[config.mk]
export PLATFORM = sky130hd
export DESIGN_NAME = rnp_reset_nmi_ctrl
export DESIGN_NICKNAME = d
export VERILOG_FILES = /design/src/hw/rnp_pkg.sv /design/src/hw/rnp_pin_if.sv /design/src/hw/rnp_pin_filter.sv /design/src/hw/rnp_reset_nmi_ctrl.sv
export SDC_FILE = /design/constraint.sdc
export NUM_CORES = 1
export LEC_CHECK = 0
export BUFFER_PORTS_ARGS = -buffer_cell sky130_fd_sc_hd__buf_2
export CAP_MARGIN = 5
export CORE_MARGIN = 4
export CORE_UTILIZATION = 57
export DETAILED_ROUTE_END_ITERATION = 8
export PLACE_DENSITY = 0.77
export SLEW_MARGIN = 30
export SYNTH_ARGS = -nofsm -noshare
export SYNTH_HDL_FRONTEND = slang
export SYNTH_SLANG_ARGS = --single-unit
[constraint.sdc]
create_clock -name sys_clk_in -period 2.4 [get_ports sys_clk_in]
set_input_delay 0.48 -clock sys_clk_in [delete_from_list [all_inputs] [get_ports sys_clk_in]]
set_output_delay 0.48 -clock sys_clk_in [all_outputs]
set_load 0.01 [all_outputs]
[src/hw/rnp_pkg.sv]
// ==================================================================
// Shared constants for the reset and interrupt pin control block
// ==================================================================
package rnp_pkg;

    // ==============================================================
    // Clock and pin timing
    // ==============================================================
    localparam int CLK_PERIOD_NS = 4;
    // Low pulses shorter than this must be ignored
    localparam int SPIKE_REJECT_NS = 10;
    // Low pulse that must always pass the filter
    localparam int SPIKE_PASS_NS = 100;
    // Least time rounds up to whole cycles
    localparam int SPIKE_REJECT_CYC = (SPIKE_REJECT_NS + CLK_PERIOD_NS - 1) / CLK_PERIOD_NS;
    // Longest time rounds down to whole cycles
    localparam int SPIKE_PASS_CYC = SPIKE_PASS_NS / CLK_PERIOD_NS;
    // Filter width: accept once low for the reject time, far below the pass time
    localparam logic [4:0] FILT_LEN = 5'(SPIKE_REJECT_CYC);
    // Pin ignore time after releasing the drive: synchroniser plus filter plus margin
    localparam logic [4:0] HOLDOFF_LEN = 5'(SPIKE_REJECT_CYC + 4);
    // Default length of the internal reset sequence, in cycles
    localparam int RST_SEQ_CYC_DEF = 1024;
    localparam int SEQ_CNT_W = 16;

    // ==============================================================
    // Reset reason codes
    // ==============================================================
    localparam logic [1:0] RSRC_HW_LONG = 2'h0;
    localparam logic [1:0] RSRC_HW_SHORT = 2'h1;
    localparam logic [1:0] RSRC_SW = 2'h2;
    localparam logic [1:0] RSRC_WDOG = 2'h3;

    // ==============================================================
    // Sequencer states
    // ==============================================================
    typedef enum logic [1:0] {
        RNP_ST_SEQ = 2'b00,
        RNP_ST_INIT = 2'b01,
        RNP_ST_RUN = 2'b10
    } rnp_state_e;

endpackage : rnp_pkg

[src/hw/rnp_pin_if.sv]
`timescale 1ns/1ps
// ==================================================================
// Conditioned pin levels and interrupt falling edge from the filter to the controller
// ==================================================================
interface rnp_pin_if;
    logic rst_low;
    logic nmi_level;
    logic nmi_fall;

    modport filt (output rst_low, output nmi_level, output nmi_fall);
    modport ctrl (input rst_low, input nmi_level, input nmi_fall);
endinterface : rnp_pin_if

[src/hw/rnp_pin_filter.sv]
`timescale 1ns/1ps
// ==================================================================
// Pin synchronisers, spike filter and interrupt edge detector
// ==================================================================
module rnp_pin_filter (
    input wire logic sys_clk_in,
    input wire logic rst_in,
    input wire logic reset_pin_in,
    input wire logic nmi_pin_in,
    rnp_pin_if.filt pins
);

    localparam logic [4:0] FILT_LEN = rnp_pkg::FILT_LEN;

    logic rst_meta_ff;
    logic rst_sync_ff;
    logic nmi_meta_ff;
    logic nmi_sync_ff;
    logic nmi_prev_ff;
    logic low_ff;
    logic [4:0] low_cnt_ff;
    logic [4:0] nxt_low_cnt;
    logic nxt_low;

    // ==============================================================
    // Two-stage synchronisers, idle high like the pulled-up pins
    // ==============================================================
    always_ff @(posedge sys_clk_in or posedge rst_in) begin
        if (rst_in) begin
            rst_meta_ff <= 1'b1;
            rst_sync_ff <= 1'b1;
            nmi_meta_ff <= 1'b1;
            nmi_sync_ff <= 1'b1;
            nmi_prev_ff <= 1'b1;
        end else begin
            rst_meta_ff <= reset_pin_in;
            rst_sync_ff <= rst_meta_ff;
            nmi_meta_ff <= nmi_pin_in;
            nmi_sync_ff <= nmi_meta_ff;
            nmi_prev_ff <= nmi_sync_ff;
        end
    end

    // ==============================================================
    // Spike filter: low must stand for the full reject time
    // ==============================================================
    // Counting cycles rather than an analog RC keeps the limit exact;
    // any long pulse passes after only a few cycles of latency.
    assign nxt_low_cnt = rst_sync_ff ? 5'h00 :
                         (low_cnt_ff == FILT_LEN) ? low_cnt_ff : low_cnt_ff + 5'h01;
    assign nxt_low = !rst_sync_ff && (nxt_low_cnt == FILT_LEN);

    always_ff @(posedge sys_clk_in or posedge rst_in) begin
        if (rst_in) begin
            low_cnt_ff <= 5'h00;
            low_ff <= 1'b0;
        end else begin
            low_cnt_ff <= nxt_low_cnt;
            low_ff <= nxt_low;
        end
    end

    // Edge taken between two synchronised samples only
    assign pins.rst_low = low_ff;
    assign pins.nmi_level = nmi_sync_ff;
    assign pins.nmi_fall = nmi_prev_ff && !nmi_sync_ff;

endmodule : rnp_pin_filter

[src/hw/rnp_reset_nmi_ctrl.sv]
`timescale 1ns/1ps
// Function
// Low reset pin resets while oscillator runs
// Reset low pulses under 10 ns ignored
// Reset low pulses over 100 ns pass
// Source holds reset 100 ns plus two cycles
// Bidirectional mode drives pin low during sequence
// Bidirectional mode only when enable bit set
// Source should hold reset about 1 ms
// Indication low during any reset kind
// Indication stays low until end-of-init executes
// Interrupt pin falling edge raises trap
// Power-down with interrupt pin low enters
// Power-down with interrupt pin high ignored
// Unused interrupt pin tied high externally
// Enable locked after init, cleared by reset
// Bidirectional mode stretches short hardware reset
// Bidirectional mode reports long hardware reset
// Reset and interrupt pins synchronised first
module rnp_reset_nmi_ctrl #(
    parameter int RST_SEQ_CYC = rnp_pkg::RST_SEQ_CYC_DEF
) (
    input wire logic sys_clk_in,
    input wire logic rst_in,
    input wire logic osc_running_in,
    input wire logic reset_in_pin_in,
    output logic reset_in_pin_out,
    output logic reset_in_pin_oe_out,
    input wire logic nmi_pin_in,
    input wire logic sw_reset_req_in,
    input wire logic watchdog_timer_reset_req_in,
    input wire logic end_of_init_instr_in,
    input wire logic power_down_instr_in,
    input wire logic system_config_reg_wr_in,
    input wire logic bidir_reset_enable_wdata_in,
    output logic bidir_reset_enable_out,
    output logic reset_indication_out,
    output logic internal_reset_out,
    output logic [1:0] reset_source_out,
    output logic nmi_trap_out,
    output logic power_down_out
);

    localparam int SEQ_CNT_W = rnp_pkg::SEQ_CNT_W;
    localparam logic [SEQ_CNT_W-1:0] SEQ_LAST = SEQ_CNT_W'(RST_SEQ_CYC - 1);

    rnp_pin_if pins ();

    rnp_pkg::rnp_state_e state_ff;
    rnp_pkg::rnp_state_e nxt_state;
    logic [SEQ_CNT_W-1:0] seq_cnt_ff;
    logic [SEQ_CNT_W-1:0] nxt_seq_cnt;
    logic [4:0] holdoff_ff;
    logic [4:0] nxt_holdoff;
    logic bidir_en_ff;
    logic nxt_bidir_en;
    logic bidir_act_ff;
    logic nxt_bidir_act;
    logic ind_ff;
    logic nxt_ind;
    logic [1:0] src_ff;
    logic [1:0] nxt_src;
    logic drive_ff;
    logic nxt_drive;
    logic trap_ff;
    logic pd_ff;
    logic nxt_pd;

    // ==============================================================
    // Pin conditioning
    // ==============================================================
    rnp_pin_filter u_filter (
        .sys_clk_in(sys_clk_in),
        .rst_in(rst_in),
        .reset_pin_in(reset_in_pin_in),
        .nmi_pin_in(nmi_pin_in),
        .pins(pins.filt)
    );

    // ==============================================================
    // Reset request decode
    // ==============================================================
    wire seq_active = (state_ff == rnp_pkg::RNP_ST_SEQ);
    // Own drive echoes back through the filter, so the pin is ignored
    // for a short holdoff after release to avoid a reset loop.
    wire hw_req = pins.rst_low && osc_running_in && (holdoff_ff == 5'h00);
    wire any_req = hw_req || sw_reset_req_in || watchdog_timer_reset_req_in;
    wire seq_done = (seq_cnt_ff == SEQ_LAST);
    // Without bidirectional mode a held pin extends the sequence;
    // with it the sequence always runs its full length.
    wire seq_end = seq_done && (bidir_act_ff || !pins.rst_low);
    wire init_done = (state_ff == rnp_pkg::RNP_ST_INIT) && end_of_init_instr_in;
    wire cfg_wr_ok = system_config_reg_wr_in && !seq_active &&
                     (state_ff == rnp_pkg::RNP_ST_INIT);

    // Reason code; hardware requests win over software ones
    wire [1:0] req_src = hw_req ? rnp_pkg::RSRC_HW_SHORT :
                         watchdog_timer_reset_req_in ? rnp_pkg::RSRC_WDOG :
                         rnp_pkg::RSRC_SW;

    // ==============================================================
    // Sequencer next state
    // ==============================================================
    always_comb begin
        nxt_state = state_ff;
        case (state_ff)
            rnp_pkg::RNP_ST_SEQ: begin
                if (seq_end) begin
                    nxt_state = rnp_pkg::RNP_ST_INIT;
                end
            end
            rnp_pkg::RNP_ST_INIT: begin
                if (any_req) begin
                    nxt_state = rnp_pkg::RNP_ST_SEQ;
                end else if (end_of_init_instr_in) begin
                    nxt_state = rnp_pkg::RNP_ST_RUN;
                end
            end
            rnp_pkg::RNP_ST_RUN: begin
                if (any_req) begin
                    nxt_state = rnp_pkg::RNP_ST_SEQ;
                end
            end
            default: begin
                nxt_state = rnp_pkg::RNP_ST_SEQ;
            end
        endcase
    end

    // Sequence counter starts from zero on each request taken outside a sequence
    assign nxt_seq_cnt = !seq_active ? {SEQ_CNT_W{1'b0}} :
                         seq_done ? seq_cnt_ff : seq_cnt_ff + SEQ_CNT_W'(1);

    assign nxt_holdoff = (seq_active && seq_end) ? rnp_pkg::HOLDOFF_LEN :
                         (holdoff_ff != 5'h00) ? holdoff_ff - 5'h01 : 5'h00;

    // ==============================================================
    // Bidirectional enable and its snapshot for the sequence
    // ==============================================================
    // The snapshot keeps the drive alive although the enable itself
    // clears at the end of the sequence it caused.
    assign nxt_bidir_en = (seq_active && seq_end) ? 1'b0 :
                          cfg_wr_ok ? bidir_reset_enable_wdata_in : bidir_en_ff;
    assign nxt_bidir_act = (!seq_active && any_req) ? bidir_en_ff :
                           (seq_active && seq_end) ? 1'b0 : bidir_act_ff;

    // Pin driven low for the whole sequence in bidirectional mode
    assign nxt_drive = (!seq_active && any_req) ? bidir_en_ff :
                       (seq_active && !seq_end) ? bidir_act_ff : 1'b0;

    // ==============================================================
    // Indication and reason flags
    // ==============================================================
    assign nxt_ind = any_req ? 1'b0 :
                     init_done ? 1'b1 : ind_ff;

    wire [1:0] seq_end_src = (src_ff == rnp_pkg::RSRC_HW_SHORT && pins.rst_low) ?
                             rnp_pkg::RSRC_HW_LONG : src_ff;
    assign nxt_src = (!seq_active && any_req) ?
                         (bidir_en_ff ? rnp_pkg::RSRC_HW_LONG : req_src) :
                     (seq_active && seq_end) ?
                         (bidir_act_ff ? rnp_pkg::RSRC_HW_LONG : seq_end_src) : src_ff;

    // ==============================================================
    // Power-down gate; only a reset leaves power-down
    // ==============================================================
    wire pd_take = power_down_instr_in && !pins.nmi_level && !seq_active;
    assign nxt_pd = seq_active ? 1'b0 :
                    any_req ? 1'b0 :
                    pd_take ? 1'b1 : pd_ff;

    // ==============================================================
    // State registers
    // ==============================================================
    always_ff @(posedge sys_clk_in or posedge rst_in) begin
        if (rst_in) begin
            state_ff <= rnp_pkg::RNP_ST_SEQ;
            seq_cnt_ff <= {SEQ_CNT_W{1'b0}};
            holdoff_ff <= 5'h00;
            bidir_en_ff <= 1'b0;
            bidir_act_ff <= 1'b0;
            drive_ff <= 1'b0;
        end else begin
            state_ff <= nxt_state;
            seq_cnt_ff <= nxt_seq_cnt;
            holdoff_ff <= nxt_holdoff;
            bidir_en_ff <= nxt_bidir_en;
            bidir_act_ff <= nxt_bidir_act;
            drive_ff <= nxt_drive;
        end
    end

    // Output flags; power-on counts as a long hardware reset
    always_ff @(posedge sys_clk_in or posedge rst_in) begin
        if (rst_in) begin
            ind_ff <= 1'b0;
            src_ff <= rnp_pkg::RSRC_HW_LONG;
            trap_ff <= 1'b0;
            pd_ff <= 1'b0;
        end else begin
            ind_ff <= nxt_ind;
            src_ff <= nxt_src;
            trap_ff <= pins.nmi_fall && !seq_active;
            pd_ff <= nxt_pd;
        end
    end

    // ==============================================================
    // Outputs
    // ==============================================================
    assign reset_in_pin_out = 1'b0;       // Open drain: only ever pulls low
    assign reset_in_pin_oe_out = drive_ff;
    assign bidir_reset_enable_out = bidir_en_ff;
    assign reset_indication_out = ind_ff;
    assign internal_reset_out = seq_active;
    assign reset_source_out = src_ff;
    assign nmi_trap_out = trap_ff;
    assign power_down_out = pd_ff;

endmodule : rnp_reset_nmi_ctrl

Word level (Yosys, flattened, before mapping)

Index checks and enable logic that the tools add are counted.

Memory bits (writable): 0
Input port bits: 11
Register bits after elaboration: 42
ROM bits: 0
Logic and storage cells: 92
Bits in latches: 0
Memories kept: 0

Equality and inequality tests: 10
Shifts and indexed selects: 0
Div/mod/pow operators: 0
Multiply operators: 0
Reduce and logical (&&, ||, !) cells: 33
Order comparisons: 0
Add/sub/neg operators: 3
Bitwise gates (word level): 0
Multiplexer cells: 29

Operator list:

| operator                | number |
|---|---|
| $mux W16                | 2 |
| $mux W2                 | 10 |
| $mux W5                 | 4 |
| $add A16 B1 Y16 const B | 1 |
| $eq A16 B10 Y1 const B  | 1 |
| $logic_and A1 B1 Y1     | 15 |
| $mux W1                 | 12 |
| $eq A5 B2 Y1 const B    | 2 |
| $pmux W2 S3             | 1 |
| $reduce_bool A2 Y1      | 3 |
| $reduce_bool A3 Y1      | 2 |
| $add A5 B1 Y5 const B   | 1 |
| $logic_not A1 Y1        | 5 |
| $logic_not A5 Y1        | 1 |
| $reduce_bool A5 Y1      | 1 |
| $sub A5 B1 Y5 const B   | 1 |
| $eq A2 B1 Y1 const B    | 2 |
| $ne A2 B2 Y1 const B    | 2 |
| $logic_or A1 B1 Y1      | 3 |
| $ne A3 B3 Y1 const B    | 1 |
| $reduce_and A3 Y1       | 1 |
| $eq A2 B2 Y1 const B    | 1 |
| $logic_not A2 Y1        | 1 |
| $ne A2 B1 Y1 const B    | 1 |
| $reduce_and A2 Y1       | 1 |

Depth between registers and ports, before layout

Gate-level depths: netlist (run 1).

Depth after elaboration: 7
Depth in mapped cells: 7
Gate-level depth less buffers: 6

Cells and area by module

Synthesis (run 1) repeated with hierarchy kept, for this count alone.

Cell total of the unflattened synthesis: 194
Area total of the unflattened synthesis: 2028.2 µm²

By module, submodules not included:

| module             | area an instance (µm²) | sequential area each (µm²) | cells each | times used |
|---|---|---|---|---|
| rnp_reset_nmi_ctrl | 1565.3                 | 775.7                      | 160        | 1 |
| rnp_pin_filter     | 462.9                  | 281.5                      | 34         | 1 |

Least setup slack after synthesis (run 1)

OpenSTA, ideal clock, no wires.

Path type: register to register
Start point: register seq_cnt_ff[0]
End point: register seq_cnt_ff[5]
Slack: 0.631 ns
Stages on the path, launching flop included: 8
Clock period less this slack: 1.769 ns
Buffers on the path: 2
Library setup time: 0.078 ns
Data required time: 2.322 ns
Arrival time: 1.691 ns
Path through: dfrtp_1 > ha_1 > and3_1 > buf_6 > and4_4 > buf_6 > or4_1 > a21oi_1

Longest elaborated chain between the ends: 3
Elaborated cells on any way between the ends: 5
Classes of those cells: 1 x add/sub; 2 x eq/ne; 2 x mux

RTL lines:

| element                  | line                      | RTL |
|---|---|---|
| start: declaration       | rnp_reset_nmi_ctrl.sv:51  | `logic [SEQ_CNT_W-1:0] seq_cnt_ff;` |
| start signal: assignment | rnp_reset_nmi_ctrl.sv:178 | `seq_cnt_ff <= {SEQ_CNT_W{1'b0}};` |
| start signal: assignment | rnp_reset_nmi_ctrl.sv:185 | `seq_cnt_ff <= nxt_seq_cnt;` |
| $add A16 B1 Y16          | rnp_reset_nmi_ctrl.sv:132 | `seq_done ? seq_cnt_ff : seq_cnt_ff + SEQ_CNT_W'(1);` |
| $mux W16                 | rnp_reset_nmi_ctrl.sv:132 |  |
| $mux W16                 | rnp_reset_nmi_ctrl.sv:131 | `assign nxt_seq_cnt = !seq_active ? {SEQ_CNT_W{1'b0}} :` |

Several ways; a longest one is shown, not always the timed one. The select of a mux whose other input is x is not followed.
A chain may end at the register's enable or synchronous reset.

Worst setup path in the final report (run 1)

Start point: register state_ff[1]
End point: output internal_reset_out

Longest elaborated chain between the ends: 1

RTL lines:

| element                  | line                      | RTL |
|---|---|---|
| start: declaration       | rnp_reset_nmi_ctrl.sv:49  | `rnp_pkg::rnp_state_e state_ff;` |
| start signal: assignment | rnp_reset_nmi_ctrl.sv:177 | `state_ff <= rnp_pkg::RNP_ST_SEQ;` |
| start signal: assignment | rnp_reset_nmi_ctrl.sv:184 | `state_ff <= nxt_state;` |
| $logic_not A2 Y1         | rnp_reset_nmi_ctrl.sv:83  | `wire seq_active = (state_ff == rnp_pkg::RNP_ST_SEQ);` |
| end: declaration         | rnp_reset_nmi_ctrl.sv:38  | `output logic internal_reset_out,` |

No other way between the ends.

==> results of run 1 <==
## synth_stat cells (2+ instances only)
cell and n:
a21oi_1 10, a31oi_1 7, a41o_1 4, and3_1 5, and4_1 3, buf_2 2, buf_6 2, dfrtp_1 37
dfstp_2 5, ha_1 3, inv_1 10, mux2i_1 2, nand2_1 17, nand3_1 9, nand4_1 3, nor2_1 14
nor3_1 5, o21ai_0 12, o22a_1 2, o31ai_1 3, o41ai_1 2, or2_2 2, or3_1 3, or4_1 2
xnor2_1 4, xor2_1 4
## routing by layer
layer / global-route usage, % / routed length [um]
met3: 6.914 / 144
met4: 11.42 / 101
met2: 34.65 / 1935
met1: 23.26 / 1588
met5: 0 / 0
## final timing paths
kind	from	to	slack (ps)	cells after the start
max in group asynchronous	rst_in	u_filter.rst_sync_ff$_DFF_PP1_	1810	3
setup reg to reg	holdoff_ff[0]$_DFF_PP0_	state_ff[0]$_DFFE_PP0P_	590	6
min in group asynchronous	rst_in	state_ff[1]$_DFFE_PP0P_	210	3
setup / recovery	state_ff[1]$_DFFE_PP0P_	internal_reset_out	210	3
hold reg to reg	u_filter.nmi_meta_ff$_DFF_PP1_	u_filter.pins.nmi_level$_DFF_PP1_	370	0
hold / removal	nmi_pin_in	u_filter.nmi_meta_ff$_DFF_PP1_	200	1
## worst reg2reg max path, cell delays in order, from the launching register on
cell,delay (ps)
dfrtp_1,380
inv_1,50
ha_1,230
nor4b_2,210
and3_1,210
or3_1,390
o41ai_1,250
## cell usage in the layout (no fill, tap or decap), types with 2 or more instances in the layout
cell type / netlist / layout
a41o_1: 4 / 4
or4_1: 2 / 2
nor2_1: 14 / 14
clkbuf_4: 0 / 5
ha_1: 3 / 3
dfstp_2: 5 / 5
xor2_1: 4 / 4
nor3_1: 5 / 5
nand3_1: 9 / 9
o41ai_1: 2 / 2
xnor2_1: 4 / 4
nand2_1: 17 / 17
nand4_1: 3 / 3
dfrtp_1: 37 / 37
inv_1: 10 / 10
o22a_1: 2 / 2
or2_2: 2 / 2
and4_1: 3 / 3
a31oi_1: 7 / 7
mux2i_1: 2 / 2
buf_4: 1 / 2
o21ai_0: 12 / 12
buf_2: 2 / 18
or3_1: 3 / 3
o31ai_1: 3 / 3
a21oi_1: 10 / 10
and3_1: 5 / 5
## state kept, by name, indices dropped and copies added, names as in the netlist, 2 cells and up
register and flops:
u_filter.low_cnt_ff 5, reset_source_out 2, state_ff 2, holdoff_ff 5
seq_cnt_ff 16
## logic make-up (layout without fill, tap and decap cells)
logic type | Yosys count | in the layout | synth area share, %
XOR/XNOR | 8 | 8 | 3.555
adder cells (fa/ha/maj) | 3 | 3 | 1.905
AND/OR/NAND/NOR | 72 | 72 | 20.63
multiplexers | 3 | 3 | 1.587
buffers and inverters | 17 | 38 | 4.317
flip-flops | 42 | 42 | 53.65
other | 1 | 1 | 0.1903
AO/OA/AOI/OAI | 43 | 43 | 14.16
## metrics by stage
stage | setup slack, ps | area (sq um)
final | 212.8 | 2165
after floorplan | 631.1 | 1971
after detailed placement | 607.4 | 2086
after CTS | 196.5 | 2165
after global placement | 654.4 | 2086
after global routing | 108.6 | 2165
## power breakdown
part | internal, uW | leakage [uW] | switching [uW] | total, uW
combinational | 85.9 | 0.000441 | 103 | 189
sequential | 788 | 0.000543 | 80.0 | 868
clock | 220 | 0.0000385 | 229 | 449
## final cells by class
type,instances,area share [%]
repair buffers,20,4.855
clock inverters,2,1.734
well taps,46,2.659
flip-flops and latches,42,48.84
inverters,10,1.734
clock buffers,6,1.908
multi-input cells,130,38.27
==> flow_summary.rst, run 1 <==
.. list-table::
   :header-rows: 1

   * - Metric
     - Value
   * - Global route overflow
     - 0
   * - Antenna diode count
     - 0
   * - Peak Freq
     - 457.2 MHz
   * - Critical path buffers and inverters
     - 2
   * - Share of cells above drive strength 1
     - 19.52%
   * - Critical-path cell with the highest stage delay
     - dfrtp_1
   * - Number of enable flip-flop cells after synthesis
     - 0
   * - Routability congestion estimate
     - 0.8262
   * - Top area cells in the synthesized netlist
     - dfrtp_1 (47%), dfstp_2 (6.7%), nand2_1 (3.2%), o21ai_0 (3.0%), nor2_1 (2.7%)
   * - Register bit total from synthesis
     - 42
   * - Root Buffer
     - clkbuf_4
   * - Number of global-route vias before repair
     - 1592
   * - Number of CTS-inserted buffers
     - 5
   * - Final cell count without fillers
     - 256
   * - Class of the tightest hold or removal check
     - input port to flip-flop
   * - Number of iterations in the first detailed-routing pass
     - 4
   * - Worst-skew pair later-pin latency
     - 360 ps
   * - Most used DFF post-synth
     - dfrtp_1
   * - Status
     - completed
   * - Number of rows created at floorplan
     - 21
   * - Number of warnings printed during yosys synthesis
     - 0
   * - Total power
     - 1506 uW
   * - TritonCTS clock tree
     - yes
   * - Syn nets
     - 203
   * - TritonCTS Sinks
     - 42
   * - Number of fill cells in the layout
     - 276
   * - Setup repair after global routing missed its margin
     - no
   * - Initial cell density of the core
     - 59.06%
   * - Initial drt markers
     - 102
   * - Horiz. Die Dim
     - 66.80 um
   * - Final-report setup violation count
     - 0
   * - Cell family with most CP delay
     - flip-flops
   * - Number of distinct standard cells referenced by the synthesized netlist
     - 43
   * - Top-level I/O count
     - 20
   * - Share of Yosys cell area claimed by the top area cell type
     - 46.98%
   * - Pwr dens
     - 695.7 nW/um^2
   * - Largest net degree at the start of global routing
     - 43
   * - Count of final hold-check violations
     - 0
   * - Max-slew violation count
     - 0
   * - Number of remaining DRC errors
     - 0
   * - Crit. End Element
     - output port
   * - Estimated wirelength of the detail-placed design
     - 2616 um
   * - Hold Slack
     - 197.9 ps
   * - GRT Overall Usage
     - 20.80%
   * - Arrival @ worst endpoint
     - 1710 ps
   * - Post-synthesis instance total
     - 189
   * - Max-slew headroom at the worst pin
     - 65.74%
   * - Number of max-cap violations
     - 0
   * - Clock Pin Slew Worst Setup and Hold Paths
     - 130 ps
   * - Period minus WS final
     - 2187 ps
   * - Maximum net fanout on the critical path
     - 19
   * - Total area of sequential cells
     - 1057 sq um
   * - Final core utilization
     - 64.87%
   * - Synthesized cell area
     - 1971 sq um
   * - Stage delay of the slowest cell on the critical path
     - 450 ps
   * - Core Box Area
     - 3337 sq um
   * - Vertical die dimension
     - 66.80 um
   * - Initial antenna violation count
     - 0
   * - Vias
     - 1503
   * - Total wire length after detailed routing
     - 3770 um
   * - Area occupied by multi-input gates
     - 828.3 sq um
   * - Share of flip-flops with an asynchronous set or reset after synthesis
     - 100.0%
   * - Total of hold buffers inserted after clock tree synthesis
     - 0
   * - Total of buffers placed on input and output ports
     - 18
   * - Number of H-tree branching levels
     - 2
   * - Dpl cells
     - 248
   * - Cell type with the highest aggregate area in the netlist
     - dfrtp_1
   * - Share of the cycle needed by the critical path after routing
     - 91.13%
   * - Clock tree buffer depth
     - 2
   * - Signed area change from the synthesized netlist to the final layout
     - 9.841%
   * - Sequential-to-total area share from yosys stat
     - 53.65%
   * - Worst slew pin tran
     - 513.9 ps
   * - Post-CTS repair timing setup buffer count
     - 0
   * - Worst setup SP type
     - flip-flop
   * - Wire length of the first global-routing pass
     - 6851 um
   * - Detail-routed net length per standard cell
     - 14.73 um
   * - Worst EP required
     - 1920 ps
   * - Cell-by-cell listing of the critical path
     - or2_2 > inv_1 > buf_2
   * - Mean area per synthesized cell
     - 10.43 sq um
   * - DIE AREA
     - 4462 sq um
   * - Maximum clock skew at final layout
     - 13.21 ps
   * - Post-cts gate resize count
     - 0
   * - Vias per cell
     - 5.871
   * - Kind of critical path
     - flip-flop to output port
   * - Count of nets after finishing
     - 223
   * - Reported leakage power
     - 0.001022 uW
   * - Setup TNS
     - 0 ps
   * - Detail Route Antenna Nets
     - 0
   * - Worst IR drop on VDD
     - 445.5 uV
(Power assumes the default switching activity.)
==> run 2, diff against run 1 <==
--- a/config.mk
+++ b/config.mk
@@ -10,7 +10,7 @@
 export CORE_MARGIN = 4
 export CORE_UTILIZATION = 57
 export DETAILED_ROUTE_END_ITERATION = 8
-export PLACE_DENSITY = 0.77
+export PLACE_DENSITY = 0.88
 export SLEW_MARGIN = 30
 export SYNTH_ARGS = -nofsm -noshare
 export SYNTH_HDL_FRONTEND = slang
==> run 2 against run 1 <==
Die area unchanged. Clock-buffer cell count increased by 1. Wire length increased by 1.6%. Sequential cell count unchanged. Register-to-register slack got worse by 20 ps. Via count decreased by 1.1%. Sequential power about the same. Design area decreased by 0.87%. Clock skew about the same. Highest routed layer unchanged. Largest power group unchanged. Critical path depth increased by 1. Worst setup slack improved by 35 ps.
==> flow_summary.rst, run 2 (synthesis gave the netlist of run 1 again) <==
.. list-table::
   :header-rows: 1

   * - Metric
     - Value
   * - Top-level I/O count
     - 20 (unchanged)
   * - Cell-by-cell listing of the critical path
     - or2_2 > inv_1 > buf_4 > buf_2
   * - Worst slew pin tran
     - 541.3 ps (+27.40 ps)
   * - Maximum net fanout on the critical path
     - 19 (unchanged)
   * - Total of hold buffers inserted after clock tree synthesis
     - 0 (unchanged)
   * - Period minus WS final
     - 2153 ps (-34.63 ps)
   * - Global route overflow
     - 0 (unchanged)
   * - Share of the cycle needed by the critical path after routing
     - 89.69% (-1.4 points)
   * - Met2 track demand over resource in global routing
     - 33.54% (-1.1 points)
   * - Register share of total power
     - 60.9% (+3.2 points)
   * - Initial cell density of the core
     - 59.06% (unchanged)
   * - Initial antenna violation count
     - 0 (unchanged)
   * - Stage delay of the slowest cell on the critical path
     - 450 ps (about the same)
   * - Largest register by flop count
     - seq_cnt_ff
   * - Commonest cells after routing, fill and taps aside
     - dfrtp_1 (37), buf_2 (18), nand2_1 (17)
   * - Number of remaining DRC errors
     - 0 (unchanged)
   * - Core Box Area
     - 3337 sq um (unchanged)
   * - Global-route met1 utilization
     - 25.38% (+2.1 points)
   * - Registers with the highest flip-flop counts
     - seq_cnt_ff x16, holdoff_ff x5, u_filter.low_cnt_ff x5
   * - Post-cts gate resize count
     - 0 (unchanged)
   * - Signed area change from the synthesized netlist to the final layout
     - 8.889%
   * - Number of iterations in the first detailed-routing pass
     - 4 (unchanged)
   * - Cell family with most CP delay
     - simple AND/OR/NAND/NOR gates
   * - Worst-skew pair later-pin latency
     - 360 ps (about the same)
   * - Antenna diode count
     - 0 (unchanged)
   * - Final-report setup violation count
     - 0 (unchanged)
   * - Wire length of the first global-routing pass
     - 6734 um (-1.7%)
   * - Status
     - completed
   * - Arrival @ worst endpoint
     - 1670 ps (-40 ps)
   * - Clock tree buffer depth
     - 2 (unchanged)
   * - Most frequent standard cell in the layout excluding fill and tap cells
     - dfrtp_1
   * - Kind of critical path
     - flip-flop to output port
   * - TritonCTS Sinks
     - 42 (unchanged)
   * - Number of rows created at floorplan
     - 21 (unchanged)
   * - Initial drt markers
     - 79 (-23%)
   * - Count of final hold-check violations
     - 0 (unchanged)
   * - Worst EP required
     - 1920 ps (about the same)
   * - Number of global-route vias before repair
     - 1428 (-10%)
   * - Layer carrying the most global-route usage
     - met2
   * - Worst setup SP type
     - flip-flop
   * - Maximum clock skew at final layout
     - 13.42 ps (+0.2099 ps)
   * - Peak Freq
     - 464.6 MHz (+1.6%)
   * - DIE AREA
     - 4462 sq um (unchanged)
   * - Final core utilization
     - 64.30% (-0.56 points)
   * - Count of nets after finishing
     - 223 (unchanged)
   * - Setup TNS
     - 0 ps (unchanged)
   * - Clock network fraction of total power
     - 25.8% (-4.0 points)
   * - Largest net degree at the start of global routing
     - 43 (unchanged)
   * - Detail-routed net length per standard cell
     - 14.96 um (+1.6%)
   * - Internal cell power
     - 1017 uW (-7.1%)
   * - Vertical die dimension
     - 66.80 um (unchanged)
   * - Number of CTS-inserted buffers
     - 5 (unchanged)
   * - Post-CTS repair timing setup buffer count
     - 0 (unchanged)
   * - Total of buffers placed on input and output ports
     - 18 (unchanged)
   * - Routability congestion estimate
     - 0.7909 (-4.3%)
   * - NetSw
     - 410.6 uW (-0.34%)
   * - Reported leakage power
     - 0.001019 uW (-0.31%)
   * - Critical path buffers and inverters
     - 3 (+1)
   * - Max-slew headroom at the worst pin
     - 63.82% (-1.9 points)
   * - Horiz. Die Dim
     - 66.80 um (unchanged)
   * - TritonCTS clock tree
     - yes
   * - Clock Pin Slew Worst Setup and Hold Paths
     - 120 ps (about the same)
   * - Switching share of total power
     - 28.77% (+1.4 points)
   * - Number of H-tree branching levels
     - 2 (unchanged)
   * - Detail Route Antenna Nets
     - 0 (unchanged)
   * - Root Buffer
     - clkbuf_4
   * - Class of the tightest hold or removal check
     - input port to flip-flop
   * - Max FFs per register
     - 16 (unchanged)
   * - Vias
     - 1487 (-1.1%)
   * - Max-slew violation count
     - 0 (unchanged)
   * - Crit. End Element
     - output port
   * - GRT Overall Usage
     - 20.21% (-0.59 points)
   * - Total wire length after detailed routing
     - 3831 um (+1.6%)
   * - Setup repair after global routing missed its margin
     - no
   * - Estimated wirelength of the detail-placed design
     - 2746 um (+5.0%)
   * - Vias per cell
     - 5.809 (-1.1%)
   * - Share of cells above drive strength 1
     - 19.52% (unchanged)
   * - Pwr dens
     - 665.2 nW/um^2 (-4.4%)
   * - Number of max-cap violations
     - 0 (unchanged)
   * - Worst IR drop on VDD
     - 370.1 uV (-17%)
   * - Hold Slack
     - 212.3 ps (+14.48 ps)
   * - Critical-path cell with the highest stage delay
     - or2_2
   * - Part of the power in combinational logic
     - 13.4% (+0.9 points)
   * - Met3 GRT Util
     - 5.396% (-1.5 points)
run 2: worst paths after layout:
check / startpoint / endpoint / slack [ps] / depth (start not counted)
max in group asynchronous: rst_in / u_filter.nmi_meta_ff$_DFF_PP1_ / 1790 / 3
min in group asynchronous: rst_in / power_down_out$_DFFE_PP0P_ / 240 / 3
worst max-delay path: state_ff[1]$_DFFE_PP0P_ / internal_reset_out / 250 / 4
worst max register to register: holdoff_ff[0]$_DFF_PP0_ / state_ff[0]$_DFFE_PP0P_ / 570 / 6
worst min register to register: u_filter.nmi_meta_ff$_DFF_PP1_ / u_filter.pins.nmi_level$_DFF_PP1_ / 370 / 0
worst min-delay path: reset_in_pin_in / u_filter.rst_meta_ff$_DFF_PP1_ / 210 / 1
run 2: per-layer routing:
metal / wire [um] / part of all wire [%] / up-vias
li1: - / - / 721
met1: 1652 / 43 / 732
met2: 1939 / 51 / 28
met3: 183 / 4.8 / 6
met4: 55 / 1.4 / 0
met5: 0 / 0 / -
run 2: through the flow:
step / total power (uW) / setup slack [ps] / instances / instance area (sq um)
finish: 1427 / 247.4 / 256 / 2146
global route: 1512 / 163.8 / 256 / 2146
CTS: 1436 / 248.9 / 256 / 2146
detailed placement: 1073 / 584.5 / 248 / 2086
global placement: 1056 / 597.9 / 248 / 2086
floorplan: 1009 / 631.1 / 189 / 1971
run 2: power groups by stage:
stage               Clock (uW)  Sequential, uW  Combinational [uW]
finish                     368             869                 191
detailed placement           0             881                 193
floorplan                    0             863                 146
global route               407             884                 221
global placement             0             876                 180
CTS                        374             868                 194
run 2: cell type report:
type,count,area [sq um]
fill,272,1191
sequential,42,1057
multi-input combinational,130,828.3
timing repair buffer,20,105.1
tap,46,57.56
clock buffer,7,55.05
inverter,10,37.54
clock inverter,1,5.005
